**src/logic/i2csw_consts.svh**
```systemverilog
// Notes on behaviour
// - any channel combination connects to upstream pair
// - downstream interrupt drives combined interrupt output
// - reset input low resets the state machine
// - any reset deselects every downstream channel
// - slave address includes two address-select pins
// - one 8-bit control register, written or read
// - reject short low and high interrupt pulses
// - interrupt valid within 4 us, cleared within 2 us
// - reset releases upstream data within 500 ns
// - start accepted right after reset release
// - received data held 300 ns past clock fall
// - low control bits enable their channels
// - high control bits report interrupt inputs
// - new selection takes effect at next stop
// - several written bytes keep only the last
`ifndef I2CSW_CONSTS_SVH
`define I2CSW_CONSTS_SVH

`define I2CSW_CLK_PERIOD_NS 4
`define I2CSW_CHANNELS 4
`define I2CSW_CHAN_LSB 0
`define I2CSW_IRQ_LSB 4
`define I2CSW_CTRL_RESET 4'h0
`define I2CSW_BYTE_BITS 4'h8
// address prefix is arbitrary, not taken from any part
`define I2CSW_ADDR_PREFIX 5'h0A
`define I2CSW_HOLD_NS 300
`define I2CSW_HOLD_CYC ((`I2CSW_HOLD_NS + `I2CSW_CLK_PERIOD_NS - 1) / `I2CSW_CLK_PERIOD_NS)
`define I2CSW_LOW_REJ_NS 1000
`define I2CSW_LOW_REJ_CYC ((`I2CSW_LOW_REJ_NS + `I2CSW_CLK_PERIOD_NS - 1) / `I2CSW_CLK_PERIOD_NS)
`define I2CSW_HIGH_REJ_NS 500
`define I2CSW_HIGH_REJ_CYC ((`I2CSW_HIGH_REJ_NS + `I2CSW_CLK_PERIOD_NS - 1) / `I2CSW_CLK_PERIOD_NS)
`define I2CSW_IRQ_VALID_NS 4000
`define I2CSW_IRQ_VALID_CYC (`I2CSW_IRQ_VALID_NS / `I2CSW_CLK_PERIOD_NS)
`define I2CSW_IRQ_CLEAR_NS 2000
`define I2CSW_IRQ_CLEAR_CYC (`I2CSW_IRQ_CLEAR_NS / `I2CSW_CLK_PERIOD_NS)

`endif

```
**src/logic/i2csw_pkg.sv**
```systemverilog
package i2csw_pkg;
	typedef logic [3:0] i2csw_chan_t;
	typedef enum logic [2:0] {
		ST_IDLE,
		ST_ADDR,
		ST_ADDR_ACK,
		ST_WRITE,
		ST_WRITE_ACK,
		ST_READ,
		ST_READ_ACK
	} i2csw_state_t;
endpackage

```
**src/logic/i2csw_sync.sv**
```systemverilog
`timescale 1ns/1ps
module i2csw_sync #(
	parameter int WIDTH = 4
)(
	input wire logic sys_clk,
	input wire logic rst_n,
	input wire logic [WIDTH-1:0] din,
	output logic [WIDTH-1:0] dout
);
	logic [WIDTH-1:0] meta;

	// idle-high reset so no false edge appears at release
	always_ff @(posedge sys_clk or negedge rst_n)
	begin
		if (!rst_n)
		begin
			meta <= '1;
			dout <= '1;
		end
		else
		begin
			meta <= din;
			dout <= meta;
		end
	end
endmodule

```
**src/logic/i2csw_irq_filter.sv**
```systemverilog
`timescale 1ns/1ps
module i2csw_irq_filter #(
	parameter int LOW_CYC = 250,
	parameter int HIGH_CYC = 125
)(
	input wire logic sys_clk,
	input wire logic rst_n,
	input wire logic din,
	output logic level
);
	localparam int CW = $clog2(LOW_CYC + HIGH_CYC + 1);
	logic [CW-1:0] cnt;
	logic [CW-1:0] run;
	logic din_prev;
	wire [CW-1:0] thresh = level ? CW'(LOW_CYC - 1) : CW'(HIGH_CYC - 1);
	wire differs = din != level;

	always_ff @(posedge sys_clk or negedge rst_n)
	begin
		if (!rst_n)
		begin
			cnt <= '0;
			level <= 1'b1;
		end
		else if (!differs)
			cnt <= '0;
		else if (cnt == thresh)
		begin
			cnt <= '0;
			level <= din;
		end
		else
			cnt <= cnt + 1'b1;
	end

	// helper for checks: cycles since din last changed
	always_ff @(posedge sys_clk or negedge rst_n)
	begin
		if (!rst_n)
		begin
			run <= '0;
			din_prev <= 1'b1;
		end
		else
		begin
			din_prev <= din;
			if (din != din_prev)
				run <= '0;
			else if (run != '1)
				run <= run + 1'b1;
		end
	end
endmodule

```
**src/logic/i2csw_ctrl.sv**
```systemverilog
`timescale 1ns/1ps
`include "i2csw_consts.svh"
module i2csw_ctrl #(
	parameter logic [4:0] ADDR_PREFIX = `I2CSW_ADDR_PREFIX,
	parameter int HOLD_CYC = `I2CSW_HOLD_CYC,
	parameter int LOW_REJ_CYC = `I2CSW_LOW_REJ_CYC,
	parameter int HIGH_REJ_CYC = `I2CSW_HIGH_REJ_CYC
)(
	input wire logic sys_clk,
	input wire logic resetn,
	input wire logic scl_in,
	input wire logic sda_in,
	output logic sda_out,
	output logic sda_oe,
	input wire logic addr_select_lo,
	input wire logic addr_select_hi,
	input wire i2csw_pkg::i2csw_chan_t downstream_irq_n,
	output logic irq_out_n,
	output i2csw_pkg::i2csw_chan_t chan_enable
);
	import i2csw_pkg::*;
	localparam int HW = $clog2(HOLD_CYC + 1);
	localparam int HOLD_WIN = 80;
	localparam int IRQ_SET_WIN = 260;
	logic rst_meta, rst_n, scl_s, sda_s, a_hi_s, a_lo_s, scl_prev, sda_int, sda_prev;
	i2csw_chan_t irq_s, filt, pending, next_pend;
	logic [HW-1:0] hold_cnt;
	i2csw_state_t state, next_state;
	logic [3:0] cnt, next_cnt;
	logic [7:0] shift, next_shift, tx, next_tx;
	logic drive_req, next_drive, pend_valid, next_pvalid;

	// reset asserts at once, releases through two flops
	always_ff @(posedge sys_clk or negedge resetn)
	begin
		if (!resetn)
		begin
			rst_meta <= 1'b0;
			rst_n <= 1'b0;
		end
		else
		begin
			rst_meta <= 1'b1;
			rst_n <= rst_meta;
		end
	end

	i2csw_sync #(
		.WIDTH(4 + `I2CSW_CHANNELS)
	) u_pin_sync (
		.sys_clk(sys_clk),
		.rst_n(rst_n),
		.din({scl_in, sda_in, addr_select_hi, addr_select_lo, downstream_irq_n}),
		.dout({scl_s, sda_s, a_hi_s, a_lo_s, irq_s})
	);

	genvar gi;
	generate
		for (gi = 0; gi < `I2CSW_CHANNELS; gi++)
		begin : g_filt
			i2csw_irq_filter #(
				.LOW_CYC(LOW_REJ_CYC),
				.HIGH_CYC(HIGH_REJ_CYC)
			) u_filt (
				.sys_clk(sys_clk),
				.rst_n(rst_n),
				.din(irq_s[gi]),
				.level(filt[gi])
			);
		end
	endgenerate
	wire scl_rise = scl_s & ~scl_prev;
	wire scl_fall = ~scl_s & scl_prev;
	wire start_det = scl_s & scl_prev & sda_prev & ~sda_int;
	wire stop_det = scl_s & scl_prev & ~sda_prev & sda_int;
	wire hold_active = scl_fall | (hold_cnt != '0);
	wire byte_done = cnt == `I2CSW_BYTE_BITS;
	// address bits from the select pins
	wire addr_match = shift[7:1] == {ADDR_PREFIX, a_hi_s, a_lo_s};
	// high nibble reads 1 for an asserted input
	wire [7:0] read_byte = {~filt, chan_enable};

	// internal data and our output are frozen after scl falls
	always_ff @(posedge sys_clk or negedge rst_n)
	begin
		if (!rst_n)
		begin
			scl_prev <= 1'b1;
			sda_int <= 1'b1;
			sda_prev <= 1'b1;
			hold_cnt <= '0;
		end
		else
		begin
			scl_prev <= scl_s;
			sda_prev <= sda_int;
			if (!hold_active)
				sda_int <= sda_s;
			if (scl_fall)
				hold_cnt <= HW'(HOLD_CYC - 1);
			else if (hold_cnt != '0)
				hold_cnt <= hold_cnt - 1'b1;
		end
	end

	always_comb
	begin
		next_state = state;
		next_cnt = cnt;
		next_shift = shift;
		next_tx = tx;
		next_drive = drive_req;
		next_pend = pending;
		next_pvalid = pend_valid;
		// a start is taken in any state
		if (start_det)
		begin
			next_state = ST_ADDR;
			next_cnt = 4'h0;
			next_drive = 1'b0;
		end
		else if (stop_det)
		begin
			next_state = ST_IDLE;
			next_drive = 1'b0;
			next_pvalid = 1'b0;
		end
		else
		begin
			case (state)
				ST_IDLE:
					next_drive = 1'b0;
				ST_ADDR:
					if (scl_rise)
					begin
						next_shift = {shift[6:0], sda_int};
						next_cnt = cnt + 4'h1;
					end
					else if (scl_fall && byte_done)
					begin
						next_state = addr_match ? ST_ADDR_ACK : ST_IDLE;
						next_drive = addr_match;
					end
				// address acked, then control bytes written or read
				ST_ADDR_ACK:
					if (scl_fall)
					begin
						next_cnt = 4'h0;
						if (shift[0])
						begin
							next_state = ST_READ;
							next_tx = read_byte;
							next_drive = ~read_byte[7];
						end
						else
						begin
							next_state = ST_WRITE;
							next_drive = 1'b0;
						end
					end
				ST_WRITE:
					if (scl_rise)
					begin
						next_shift = {shift[6:0], sda_int};
						next_cnt = cnt + 4'h1;
					end
					// each byte overwrites the pending value
					else if (scl_fall && byte_done)
					begin
						next_pend = shift[`I2CSW_CHAN_LSB +: `I2CSW_CHANNELS];
						next_pvalid = 1'b1;
						next_state = ST_WRITE_ACK;
						next_drive = 1'b1;
					end
				ST_WRITE_ACK:
					if (scl_fall)
					begin
						next_state = ST_WRITE;
						next_cnt = 4'h0;
						next_drive = 1'b0;
					end
				ST_READ:
					if (scl_rise)
						next_cnt = cnt + 4'h1;
					else if (scl_fall)
					begin
						if (byte_done)
						begin
							next_state = ST_READ_ACK;
							next_drive = 1'b0;
						end
						else
						begin
							next_tx = {tx[6:0], 1'b0};
							next_drive = ~tx[6];
						end
					end
				// master ack repeats the byte, nack releases the line
				ST_READ_ACK:
					if (scl_rise)
						next_shift = {shift[6:0], sda_int};
					else if (scl_fall)
					begin
						next_cnt = 4'h0;
						if (!shift[0])
						begin
							next_state = ST_READ;
							next_tx = read_byte;
							next_drive = ~read_byte[7];
						end
						else
						begin
							next_state = ST_IDLE;
							next_drive = 1'b0;
						end
					end
				default:
				begin
					next_state = ST_IDLE;
					next_drive = 1'b0;
				end
			endcase
		end
	end

	// state machine cleared by either reset
	always_ff @(posedge sys_clk or negedge rst_n)
	begin
		if (!rst_n)
		begin
			state <= ST_IDLE;
			cnt <= 4'h0;
			shift <= 8'h00;
			tx <= 8'h00;
			drive_req <= 1'b0;
			pending <= `I2CSW_CTRL_RESET;
			pend_valid <= 1'b0;
		end
		else
		begin
			state <= next_state;
			cnt <= next_cnt;
			shift <= next_shift;
			tx <= next_tx;
			drive_req <= next_drive;
			pending <= next_pend;
			pend_valid <= next_pvalid;
		end
	end

	// selection applied only at stop, zero after reset
	// combined interrupt; data line released under reset
	always_ff @(posedge sys_clk or negedge rst_n)
	begin
		if (!rst_n)
		begin
			chan_enable <= `I2CSW_CTRL_RESET;
			irq_out_n <= 1'b1;
			sda_oe <= 1'b0;
			sda_out <= 1'b0;
		end
		else
		begin
			if (stop_det && pend_valid)
				chan_enable <= pending;
			irq_out_n <= &filt;
			if (!hold_active)
				sda_oe <= drive_req;
			sda_out <= 1'b0;
		end
	end
endmodule

```
**config.mk**
```make
export PLATFORM = sky130hd
export DESIGN_NAME = i2csw_ctrl
export DESIGN_NICKNAME = d
export VERILOG_FILES = /design/src/logic/i2csw_pkg.sv /design/src/logic/i2csw_sync.sv /design/src/logic/i2csw_irq_filter.sv /design/src/logic/i2csw_ctrl.sv
export VERILOG_INCLUDE_DIRS = /design/src /design/src/logic
export SDC_FILE = /design/constraint.sdc
export NUM_CORES = 1
export LEC_CHECK = 0
export ABC_CLOCK_PERIOD_IN_PS = 2800
export BUFFER_PORTS_ARGS = -buffer_cell sky130_fd_sc_hd__buf_2
export CAP_MARGIN = 25
export CORE_MARGIN = 3
export CORE_UTILIZATION = 55
export DETAILED_ROUTE_END_ITERATION = 16
export PLACE_DENSITY = 0.76
export SYNTH_ARGS = -nofsm -noshare
export SYNTH_HDL_FRONTEND = slang
export SYNTH_SLANG_ARGS = --single-unit
```
**constraint.sdc**
```tcl
create_clock -name sys_clk -period 2.8 [get_ports sys_clk]
set_input_delay 0.14 -clock sys_clk [delete_from_list [all_inputs] [get_ports sys_clk]]
set_output_delay 0.14 -clock sys_clk [all_outputs]
set_load 0.01 [all_outputs]
```
### Word-level counts from Yosys, hierarchy flattened

Index checks and enable logic that the tools add are counted.

* register bits after elaboration: 102
* output and inout bits: 7
* word-level logic and storage cells: 178

* add/subtract/negate cells: 6
* equal/unequal tests: 40
* mux-type cells: 64
* bitwise logic cells: 18
* reduce and logical (&&, ||, !) cells: 24

Operators by type and width (count)
* 9-bit two-way mux: 8
* 7-bit two-way mux: 10
* 3-bit two-way mux: 15
* 4-bit inequality test (second input constant): 11
* 9-bit by 1-bit adder with 9-bit output (second input constant): 4
* 9-bit == test: 4
* 8-bit two-way mux: 4
* 3-bit one-hot mux with 7 select lines: 1
* 7-bit one-hot mux with 3 select lines: 1
* 4-bit two-way mux: 5
* 2-bit inequality test (second input constant): 9
* 1-bit two-way mux: 17
* 4-bit AND reduction: 4
* 4-bit one-hot mux with 3 select lines: 1
* 12-bit AND reduction: 1
* 11-bit AND reduction: 1
* 10-bit AND reduction: 1
* 3-bit == test (second input constant): 3
* 1-bit NOT: 9
* 2-bit AND reduction: 4
* 1-bit bitwise AND: 7
* 7-bit by 6-bit == test with 1-bit output: 1
* 7-bit nonzero test: 1
* 7-bit by 1-bit subtractor with 7-bit output (second input constant): 1
* 20 further kinds: 29

### Depth between registers and ports, before layout

Gate-level depths: netlist (run 1).

* word-level depth: 8
* mapped depth: 8

### Modules after synthesis

Synthesis (run 1) repeated with hierarchy kept, for this count alone.

* cells, all modules: 406
* area, all modules: 4773.3 µm²

By module, submodules not included
* i2csw_ctrl: instances 1, cells each 222, area each 2366.0 µm², sequential area each 1156.1 µm²
* i2csw_irq_filter: instances 4, cells each 42, area each 496.7 µm², sequential area each 251.5 µm²
* i2csw_sync: instances 1, cells each 16, area each 420.4 µm², sequential area each 420.4 µm²

### Worst setup path after synthesis (run 1)

Ideal clock, no wire load.

* kind: flip-flop to flip-flop
* start point: reg scl_prev
* end point: reg tx[1]
* library setup time: 125 ps
* data arrival time: 1787 ps
* required time: 2675 ps
* setup slack: 889 ps
* stages on the path, launching flop included: 7
* buffers on the path: 2
* clock period less this slack: 1911 ps
* path through: dfstp_2 buf_2 nor2b_1 clkbuf_1 o31ai_2 a21oi_4 mux2_2

* word-level cells in the longest chain between the ends: 5
* elaborated cells between the ends (all ways): 16
* classes of those cells: eq/ne: 5; bitwise: 10; reduce/logical: 1

RTL lines
* start: declaration: RTL line i2csw_ctrl.sv:25 `logic rst_meta, rst_n, scl_s, sda_s, a_hi_s, a_lo_s, scl_prev, sda_int, sda_prev;`
* start signal: assignment: RTL line i2csw_ctrl.sv:95 `scl_prev <= scl_s;`
* 1-bit bitwise AND: RTL line i2csw_ctrl.sv:74, i2csw_ctrl.sv:75
* 1-bit bitwise AND (on tied branches) (2 in series): RTL line i2csw_ctrl.sv:75, i2csw_ctrl.sv:74
* 1-bit NOT (no source line)
* 11-bit AND reduction (no source line) *
* end signal: assignment: RTL line i2csw_ctrl.sv:244 `tx <= next_tx;`
* end: declaration: RTL line i2csw_ctrl.sv:30 `logic [7:0] shift, next_shift, tx, next_tx;`

Every way passes the cells marked *; elsewhere a longest branch is shown, timed or not.
A chain may end at the register's enable or synchronous reset.

### Worst setup path in the final report (run 1)

* start point: reg state[0]
* end point: reg shift[3]

* word-level cells in the longest chain between the ends: 3
* elaborated cells between the ends (all ways): 5
* classes of those cells: eq/ne: 3; reduce/logical: 2

RTL lines
* start: declaration: RTL line i2csw_ctrl.sv:28 `i2csw_state_t state, next_state;`
* start signal: assignment: RTL line i2csw_ctrl.sv:241 `state <= next_state;`
* 3-bit == test, or another cell as far along: RTL line i2csw_ctrl.sv:130 `case (state)`
* 3-bit OR reduction (no source line) *
* 4-bit AND reduction (no source line) *
* end signal: assignment: RTL line i2csw_ctrl.sv:243 `shift <= next_shift;`
* end: declaration: RTL line i2csw_ctrl.sv:30

Marks and branches as above.

==> results.py, run 1 <==
metrics = {
    "outcome": {
        "outcome": "finished clean",
    },
    "floorplanning": {
        "die_y_um": 99.64,
        "core-area_um2": 8382,
        "start_util_pct": 57.53,
        "dieWidth_um": 99.64,
        "num_io_pins": 17,
        "die_area_um2": 9927,
        "rows": 33,
    },
    "final_layout": {
        "final_nets": 477,
        "utilization_pct": 62.77,
        "area_growth_pct": 9.107,
        "layout-drive-gt1-share_pct": 20.26,
        "antenna-diode-count": 0,
        "fill_cells": 683,
    },
    "synthesis": {
        "synthArstFlopShare_pct": 100.0,
        "synth.distinct_cells": 61,
        "synth_edf_count": 0,
        "synth_ff_type": "dfrtp_1",
        "syn_nets": 458,
        "synth-seq-cells": 102,
        "synth.avg_cell_area_um2": 10.96,
        "ys_seq_area_share_pct": 53.55,
        "syn_inst": 440,
        "yosys_warnings": 0,
        "syn_area_um2": 4822,
    },
    "grt": {
        "grt_pass1_vias": 3182,
        "antenna_found_initial": 0,
        "grt_overflow": 0,
        "grt_first_pass_wirelength_mm": 14.38,
        "grt_usage_pct": 17.75,
        "grt_max_degree": 71,
    },
    "route": {
        "post_drt_wl_per_cell_um": 14.41,
        "routed_via_density": 5.673,
        "drtPass1Iterations": 6,
        "drc": 0,
        "routed_wl_mm": 8.199,
        "vias": 3228,
        "dr.first_iter.drc_count": 291,
        "drtAntennaViolNets": 0,
    },
    "power_and_ir_drop": {
        "power.leakage_nw": 2.235,
        "peakVddDrop_v": 0.0003743,
        "p_per_area_nw_per_um2": 659.5,
    },
    "clock_tree": {
        "clk_pin_slew_ps": 100,
        "clk_path_buf_depth": 2,
        "insertion_delay_ps": 360,
        "cts_root_buffer": "clkbuf_8",
        "cts_setup_buffers": 0,
        "tritoncts": "yes",
        "htree_levels": 3,
        "clock_sinks": 102,
        "numCtsBuffers": 9,
    },
    "setup_path": {
        "cp-end-kind": "flip-flop",
        "cp-start-kind": "flip-flop",
        "cp.arrival_ps": 2470,
        "cp.required_ps": 3040,
        "cp_max_fo": 23,
        "worstSetupPathType": "flip-flop to flip-flop",
    },
    "placement": {
        "placement.io_buffers": 15,
        "gp_congestion": 0.8519,
        "dp_hpwl_mm": 5.681,
        "dp_slack_ps": 612.8,
    },
    "sta": {
        "setup_ws_ps": 568.9,
        "min_period_ps": 2231,
        "whs_ps": 96.76,
        "final-hold-violation-count": 0,
        "setup_viol": 0,
        "worst_slew_pin_slew_ps": 698.7,
        "drv_slew": 0,
        "setup_tns_ps": 0,
        "rsz0062_at_grt": "false",
        "slew_headroom_pct": 53.24,
        "timing.fmax_mhz": 448.2,
        "fin_crit_sh_pct": 79.68,
        "skew_ps": 14.88,
    },
    "worst_hold_path": {
        "hold_class": "input pin to async pin",
    },
    "run": {
        "drv_cap": 0,
    },
}
area by class of cell:
cell class              count  area [µm²]  area share, %
repair buffers             27       200.2          3.805
multi-input cells         309        2106          40.02
clock inverters             5       58.81          1.118
clock buffers              11       141.4          2.687
flip-flops and latches    102        2586          49.16
well taps                 105       131.4          2.497
inverters                  10       37.54         0.7134
cells in the mapped netlist (all sizes together) (8+ instances only):
library cell	count	area, µm²
a21oi	13	76.33
buf	8	55.05
clkbuf	11	41.29
dfrtp	78	1952
dfstp	24	630.6
ha	8	100.1
inv	10	37.54
mux2	27	304.0
nand2	26	97.59
nand3	17	85.08
nand4	13	81.33
nor2	62	232.7
nor2b	13	81.33
xnor2	19	166.4
xor2	16	140.1
registers in the layout (all words and copies together), names as in the netlist, 3 cells and up:
signal and cells:
chan_enable 4, cnt 4, g_filt.u_filt.cnt 36, g_filt.u_filt.level 4
hold_cnt 7, pending 4, shift 8, state 3
tx 7, u_pin_sync.dout 8, u_pin_sync.meta 8
report_power, final:
group / total (mW) / internal [mW] / leakage, nW / switching (mW)
logic: 0.639 / 0.335 / 0.846 / 0.304
registers: 1.92 / 1.65 / 1.29 / 0.265
clock network: 0.915 / 0.440 / 0.0959 / 0.476
critical path: stages, from the launching register on:
cell     delay (ps)
dfrtp_1         720
nor2b_1         340
a21oi_1          90
nor3b_2         550
mux2_2          420
kinds of logic after synthesis:
logic type | after synthesis | synth area share [%]
XOR/XNOR | 35 | 6.357
adder cells (fa/ha/maj) | 8 | 2.076
AND/OR/NAND/NOR | 179 | 19.62
other | 2 | 0.1557
buffers and inverters | 29 | 2.776
multiplexers | 31 | 7.135
flip-flops | 102 | 53.55
AO/OA/AOI/OAI | 54 | 8.329
layer usage:
metal,track usage [%],part of all wire [%]
met5,0,0
met4,8.193,1.7
met1,24.74,48
met2,27.32,47
met3,3.015,3.1
per-stage QoR:
stage               cell area [µm²]  instances  total power, mW
floorplan                      4823        440            2.419
global placement               4971        544            2.530
detailed placement             4971        544            2.571
CTS                            5261        569            3.505
global route                   5261        569            3.675
finish                         5261        569            3.470
worst paths after layout:
| check | startpoint | end | slack [ps] | depth (start not counted) |
|---|---|---|---|---|
| max | state[0] | shift[3] | 570 | 4 |
| max reg2reg | state[0] | shift[3] | 570 | 4 |
| min in group sys_clk | u_pin_sync.meta[1] | u_pin_sync.dout[1] | 350 | 0 |
| min reg2reg | rst_n | chan_enable[3] | 250 | 0 |
| max in group asynchronous | rst_n | u_pin_sync.dout[0] | 1820 | 1 |
| min | resetn | rst_meta | 100 | 2 |
layout by cell type (no fill, tap or decap), types with 3 or more instances in the layout:
cell           count
nand2_1           26
nor2b_1           13
inv_1             10
mux2_2            25
nand4_1           13
or2_2              4
dlygate4sd3_1      9
nand3_1           17
clkbuf_8          10
xor2_1            16
or4_1              3
and4_1             5
xnor2_1           19
mux2i_1            4
and3_1             7
nor4bb_1           3
a2bb2oi_1          3
a21oi_1           12
dfrtp_1           77
a41oi_1            3
dfstp_2           24
ha_1               8
nor4_1             5
buf_2             15
nand2b_1           6
nor2_1            62
o21ai_0            5
a31oi_1            4
timing repair:
action                     in CTS  in global routing
hold buffers                    9                  0
setup endpoints to repair       0                  0
hold endpoints to repair       10                  0
gates resized for setup         0                  0
No activity file was read; power rests on OpenSTA's default activity.
==> run 2, diff against run 1 <==
--- a/config.mk
+++ b/config.mk
@@ -6,7 +6,7 @@
 export SDC_FILE = /design/constraint.sdc
 export NUM_CORES = 1
 export LEC_CHECK = 0
-export ABC_CLOCK_PERIOD_IN_PS = 2800
+export ABC_CLOCK_PERIOD_IN_PS = 2009
 export BUFFER_PORTS_ARGS = -buffer_cell sky130_fd_sc_hd__buf_2
 export CAP_MARGIN = 25
 export CORE_MARGIN = 3
==> constraint.sdc (replaced) <==
create_clock -name sys_clk -period 2.01 [get_ports sys_clk]
set_input_delay 0.1005 -clock sys_clk [delete_from_list [all_inputs] [get_ports sys_clk]]
set_output_delay 0.1005 -clock sys_clk [all_outputs]
set_load 0.01 [all_outputs]
==> results.py, run 2 (same netlist as run 1, synthesis figures left out) <==
metrics = {
    "outcome": {
        "outcome": "finished clean",
    },
    "clock_tree": {
        "cts_root_buffer": "clkbuf_8",
        "clock_sinks": 102,
        "cts_setup_buffers": 0,
        "clk_pin_slew_ps": 100,
        "numCtsBuffers": 9,
        "clk_path_buf_depth": 2,
        "cts_resized": 0,
        "hold_buffers": 9,
        "insertion_delay_ps": 360,
        "tritoncts": "yes",
        "htree_levels": 3,
    },
    "sta": {
        "rsz0062_at_grt": "false",
        "whs_ps": 39.86,
        "final-hold-violation-count": 0,
        "slew_headroom_pct": 62.10,
        "setup_tns_ps": 0,
        "min_period_ps": 1885,
        "timing.fmax_mhz": 530.4,
        "skew_ps": 14.77,
        "setup_viol": 0,
        "fin_crit_sh_pct": 93.79,
        "worst_slew_pin_slew_ps": 554.2,
        "drv_slew": 0,
    },
    "setup_path": {
        "crit_chain": "inv_1 > ha_1 > and3b_1 > o32a_1 > a21oi_4 > mux2_1",
        "cp.depth": 6,
        "worstSetupPathType": "flip-flop to flip-flop",
        "reg2reg_from": "cnt[0]",
        "cp-start-kind": "flip-flop",
        "slowest_delay_ps": 410,
        "cpLargestDelayFamily": "compound AO/OA/AOI/OAI gates",
        "cp-end-kind": "flip-flop",
        "crit_buf_inv": 1,
        "cp_max_fo": 8,
        "crit_slowest_cell": "dfrtp_1",
        "cp.arrival_ps": 2130,
        "r2r-end": "tx[5]",
        "r2r_slack_ps": 120,
        "startpoint": "cnt[0]",
        "cp.required_ps": 2250,
        "r2r_cells": 6,
    },
    "grt": {
        "grt_pass1_vias": 3337,
        "grt_overflow": 0,
        "grt_usage_pct": 19.19,
        "antenna_found_initial": 0,
        "grt_max_degree": 38,
        "grt_first_pass_wirelength_mm": 15.55,
    },
    "floorplanning": {
        "core-area_um2": 8382,
        "die_area_um2": 9927,
        "die_y_um": 99.64,
        "num_io_pins": 17,
        "rows": 33,
        "start_util_pct": 57.53,
        "dieWidth_um": 99.64,
    },
    "power_and_ir_drop": {
        "p_per_area_nw_per_um2": 940.7,
        "total_power_mw": 5.074,
        "p_int_mw": 3.537,
        "power_frac_seq_pct": 51.4,
        "power.leakage_nw": 2.316,
        "peakVddDrop_v": 0.0006693,
        "p_clk_share_pct": 27.6,
        "combPwrFrac_pct": 20.9,
        "p_sw_share_pct": 30.29,
        "switching_power_mw": 1.537,
    },
    "final_layout": {
        "final_common_cell": "dfrtp_1",
        "fill_cells": 656,
        "layout-drive-gt1-share_pct": 22.96,
        "top_register": "g_filt.u_filt.cnt",
        "final-seq-area_um2": 2586,
        "finalNonFillerCells": 584,
        "final_nets": 492,
        "multi_input_area_um2": 2106,
        "area_growth_pct": 11.86,
        "layout_common_cells": "dfrtp_1 (77), nor2_1 (62), nand2_1 (26), mux2_2 (25), dfstp_2 (24)",
        "largest_reg_flops": 36,
        "antenna-diode-count": 0,
    },
    "route": {
        "post_drt_wl_per_cell_um": 15.24,
        "drtAntennaViolNets": 0,
        "drc": 0,
        "vias": 3375,
        "dr.first_iter.drc_count": 273,
        "routed_wl_mm": 8.901,
        "routed_via_density": 5.779,
        "drtPass1Iterations": 4,
    },
    "placement": {
        "gp_congestion": 0.9145,
        "place_inst": 559,
        "placement.io_buffers": 15,
        "dp_hpwl_mm": 6.179,
    },
    "run": {
        "drv_cap": 0,
    },
    "worst_hold_path": {
        "hold_class": "input pin to async pin",
    },
}
==> run 2: final cells by class <==
cell class	count	area share, %
Timing Repair Buffer	42	5.799
Multi-Input combinational cell	309	39.04
Tap cell	105	2.436
Clock inverter	7	1.786
Inverter	10	0.6959
Clock buffer	9	2.296
Sequential cell	102	47.95
==> run 2: worst reg2reg max path, delay by kind of cell, from the launching register on <==
family / cells / cell delay (ps)
buffers and inverters: 1 / 60
adder cells (fa/ha/maj): 1 / 190
multiplexers: 1 / 360
AND/OR/NAND/NOR: 1 / 260
flip-flops: 1 / 410
AO/OA/AOI/OAI: 2 / 480
==> run 2: stage by stage <==
stage | setup slack (ps) | utilization (%) | area (µm²)
2_1_floorplan | 98.64 | - | 4823
3_3_place_gp | 183.5 | 60.65 | 5084
3_5_place_dp | 153.4 | 60.65 | 5084
4_1_cts | 126.3 | 64.35 | 5394
5_1_grt | 22.13 | 64.35 | 5394
6_report | 124.7 | 64.35 | 5394
==> run 2: layer usage <==
layer / share of wire [%] / vias to the layer above / track usage, %
li1: - / 1617 / -
met1: 48 / 1691 / 26.18
met3: 3.0 / 9 / 4.418
met4: 0.83 / 0 / 5.252
met2: 48 / 58 / 31.04
met5: 0 / - / 0
==> run 2: how the worst max path moves through the flow <==
stage,slack (ps),end
finish,120,tx[5]
global route,20,tx[3]
CTS,130,tx[5]
detailed placement,150,tx[1]
global placement,180,tx[1]
floorplan,100,tx[1]
==> run 2: power by group through the flow <==
stage               Combinational, mW  Sequential (mW)  Clock (mW)
CTS                              1.06             2.60        1.44
global route                     1.19             2.65        1.54
finish                           1.06             2.61        1.40
global placement                 1.00             2.62           0
floorplan                       0.859             2.51           0
detailed placement               1.04             2.64           0
==> run 3, diff against run 2 <==
--- a/config.mk
+++ b/config.mk
@@ -11,6 +11,7 @@
 export CAP_MARGIN = 25
 export CORE_MARGIN = 3
 export CORE_UTILIZATION = 55
+export CTS_BUF_LIST = sky130_fd_sc_hd__clkbuf_4
 export DETAILED_ROUTE_END_ITERATION = 16
 export PLACE_DENSITY = 0.76
 export SYNTH_ARGS = -nofsm -noshare
==> results.py, run 3 (same netlist as run 1, synthesis figures left out) <==
metrics = {
    "clock_tree": {
        "cts_root_buffer": "clkbuf_4",
        "clock_sinks": 102,
        "cts_resized": 0,
        "htree_levels": 3,
        "numCtsBuffers": 9,
        "clk_pin_slew_ps": 160,
        "tritoncts": "yes",
        "cts_setup_buffers": 0,
        "insertion_delay_ps": 450,
        "clk_path_buf_depth": 2,
    },
    "final_layout": {
        "fin_area_um2": 5348,
        "top_register": "g_filt.u_filt.cnt",
        "layout-drive-gt1-share_pct": 22.92,
        "multi_input_area_um2": 2106,
        "final_common_cell": "dfrtp_1",
        "area_growth_pct": 10.90,
        "layout_common_cells": "dfrtp_1 (77), nor2_1 (62), nand2_1 (26), mux2_2 (25), dfstp_2 (24)",
        "largest_reg_flops": 36,
        "utilization_pct": 63.80,
        "antenna-diode-count": 0,
        "fill_cells": 667,
        "final-seq-area_um2": 2586,
        "final_nets": 493,
    },
    "route": {
        "drtPass1Iterations": 5,
        "routed_via_density": 5.756,
        "dr.first_iter.drc_count": 246,
        "drtAntennaViolNets": 0,
        "routed_wl_mm": 8.798,
        "drc": 0,
        "post_drt_wl_per_cell_um": 15.04,
        "vias": 3367,
    },
    "sta": {
        "fin_crit_sh_pct": 94.06,
        "drv_slew": 0,
        "worst_slew_pin_slew_ps": 559.9,
        "timing.fmax_mhz": 528.9,
        "slew_headroom_pct": 61.71,
        "min_period_ps": 1891,
        "setup_ws_ps": 119.4,
        "setup_tns_ps": 0,
        "setup_viol": 0,
        "skew_ps": 23.16,
        "rsz0062_at_grt": "false",
        "final-hold-violation-count": 0,
    },
    "setup_path": {
        "cp_max_fo": 8,
        "crit_buf_inv": 1,
        "cp-end-kind": "flip-flop",
        "cp.required_ps": 2340,
        "crit_slowest_cell": "dfrtp_1",
        "cp-start-kind": "flip-flop",
        "cp.arrival_ps": 2230,
        "worstSetupPathType": "flip-flop to flip-flop",
        "crit_chain": "inv_1 > ha_1 > and3b_1 > o32a_1 > a21oi_4 > mux2_1",
        "slowest_delay_ps": 430,
        "cpLargestDelayFamily": "compound AO/OA/AOI/OAI gates",
    },
    "placement": {
        "placement.io_buffers": 15,
        "dp_slack_ps": 153.4,
        "dp_hpwl_mm": 6.179,
        "dpl_cell_area_um2": 5084,
        "gp_congestion": 0.9145,
    },
    "power_and_ir_drop": {
        "p_per_area_nw_per_um2": 905.9,
        "peakVddDrop_v": 0.0005963,
        "power.leakage_nw": 2.297,
    },
    "floorplanning": {
        "start_util_pct": 57.53,
        "dieWidth_um": 99.64,
        "num_io_pins": 17,
        "rows": 33,
        "die_y_um": 99.64,
        "core-area_um2": 8382,
        "die_area_um2": 9927,
    },
    "grt": {
        "grt_pass1_vias": 3336,
        "grt_overflow": 0,
        "grt_max_degree": 38,
        "grt_first_pass_wirelength_mm": 15.48,
        "antenna_found_initial": 0,
        "grt_usage_pct": 19.43,
    },
    "run": {
        "drv_cap": 0,
    },
    "outcome": {
        "outcome": "finished clean",
    },
    "worst_hold_path": {
        "hold_class": "flip-flop to async pin",
    },
}
==> run 3: final timing paths <==
check	end	start	slack, ps	cells after the start
max	tx[5]	cnt[0]	120	6
min	shift[1]	rst_n	270	0
max reg2reg	tx[5]	cnt[0]	120	6
min reg2reg	shift[1]	rst_n	270	0
max in group asynchronous	u_pin_sync.dout[6]	rst_n	1080	1
min in group sys_clk	u_pin_sync.meta[4]	addr_select_lo	270	2
==> run 3: power breakdown <==
| group | switching [mW] | internal (mW) |
|---|---|---|
| logic | 0.529 | 0.535 |
| registers | 0.306 | 2.30 |
| clock network | 0.667 | 0.506 |
| total | 1.50 | 3.34 |
==> run 3: metal layers <==
metal,part of all wire (%),GRT usage [%],wire length (µm),vias to the layer above
li1,-,-,-,1622
met1,47,26.13,4147,1662
met2,48,30.63,4195,66
met3,3.5,4.909,305,17
met4,1.7,7.143,149,0
met5,0,0,0,-
==> run 3: repair_timing <==
| action | in CTS | in global routing |
|---|---|---|
| hold buffers | 10 | 0 |
| endpoints found under the setup margin | 0 | 0 |
| endpoints found under the hold margin | 10 | 0 |
==> run 3: area by class of cell <==
type	instances	share of cell area [%]
Sequential cell	102	48.36
Multi-Input combinational cell	309	39.38
Timing Repair Buffer	43	6.037
Tap cell	105	2.457
Clock inverter	7	1.802
Clock buffer	9	1.263
Inverter	10	0.7019
==> run 3: metrics by stage <==
| stage | hold WS [ps] | power [mW] | std cells |
|---|---|---|---|
| after floorplan | -195.1 | 3.370 | 440 |
| after global placement | -113.0 | 3.620 | 559 |
| after detailed placement | -111.8 | 3.681 | 559 |
| after CTS | 237.8 | 4.893 | 585 |
| after global routing | 218.4 | 5.162 | 585 |
| final | 267.2 | 4.844 | 585 |
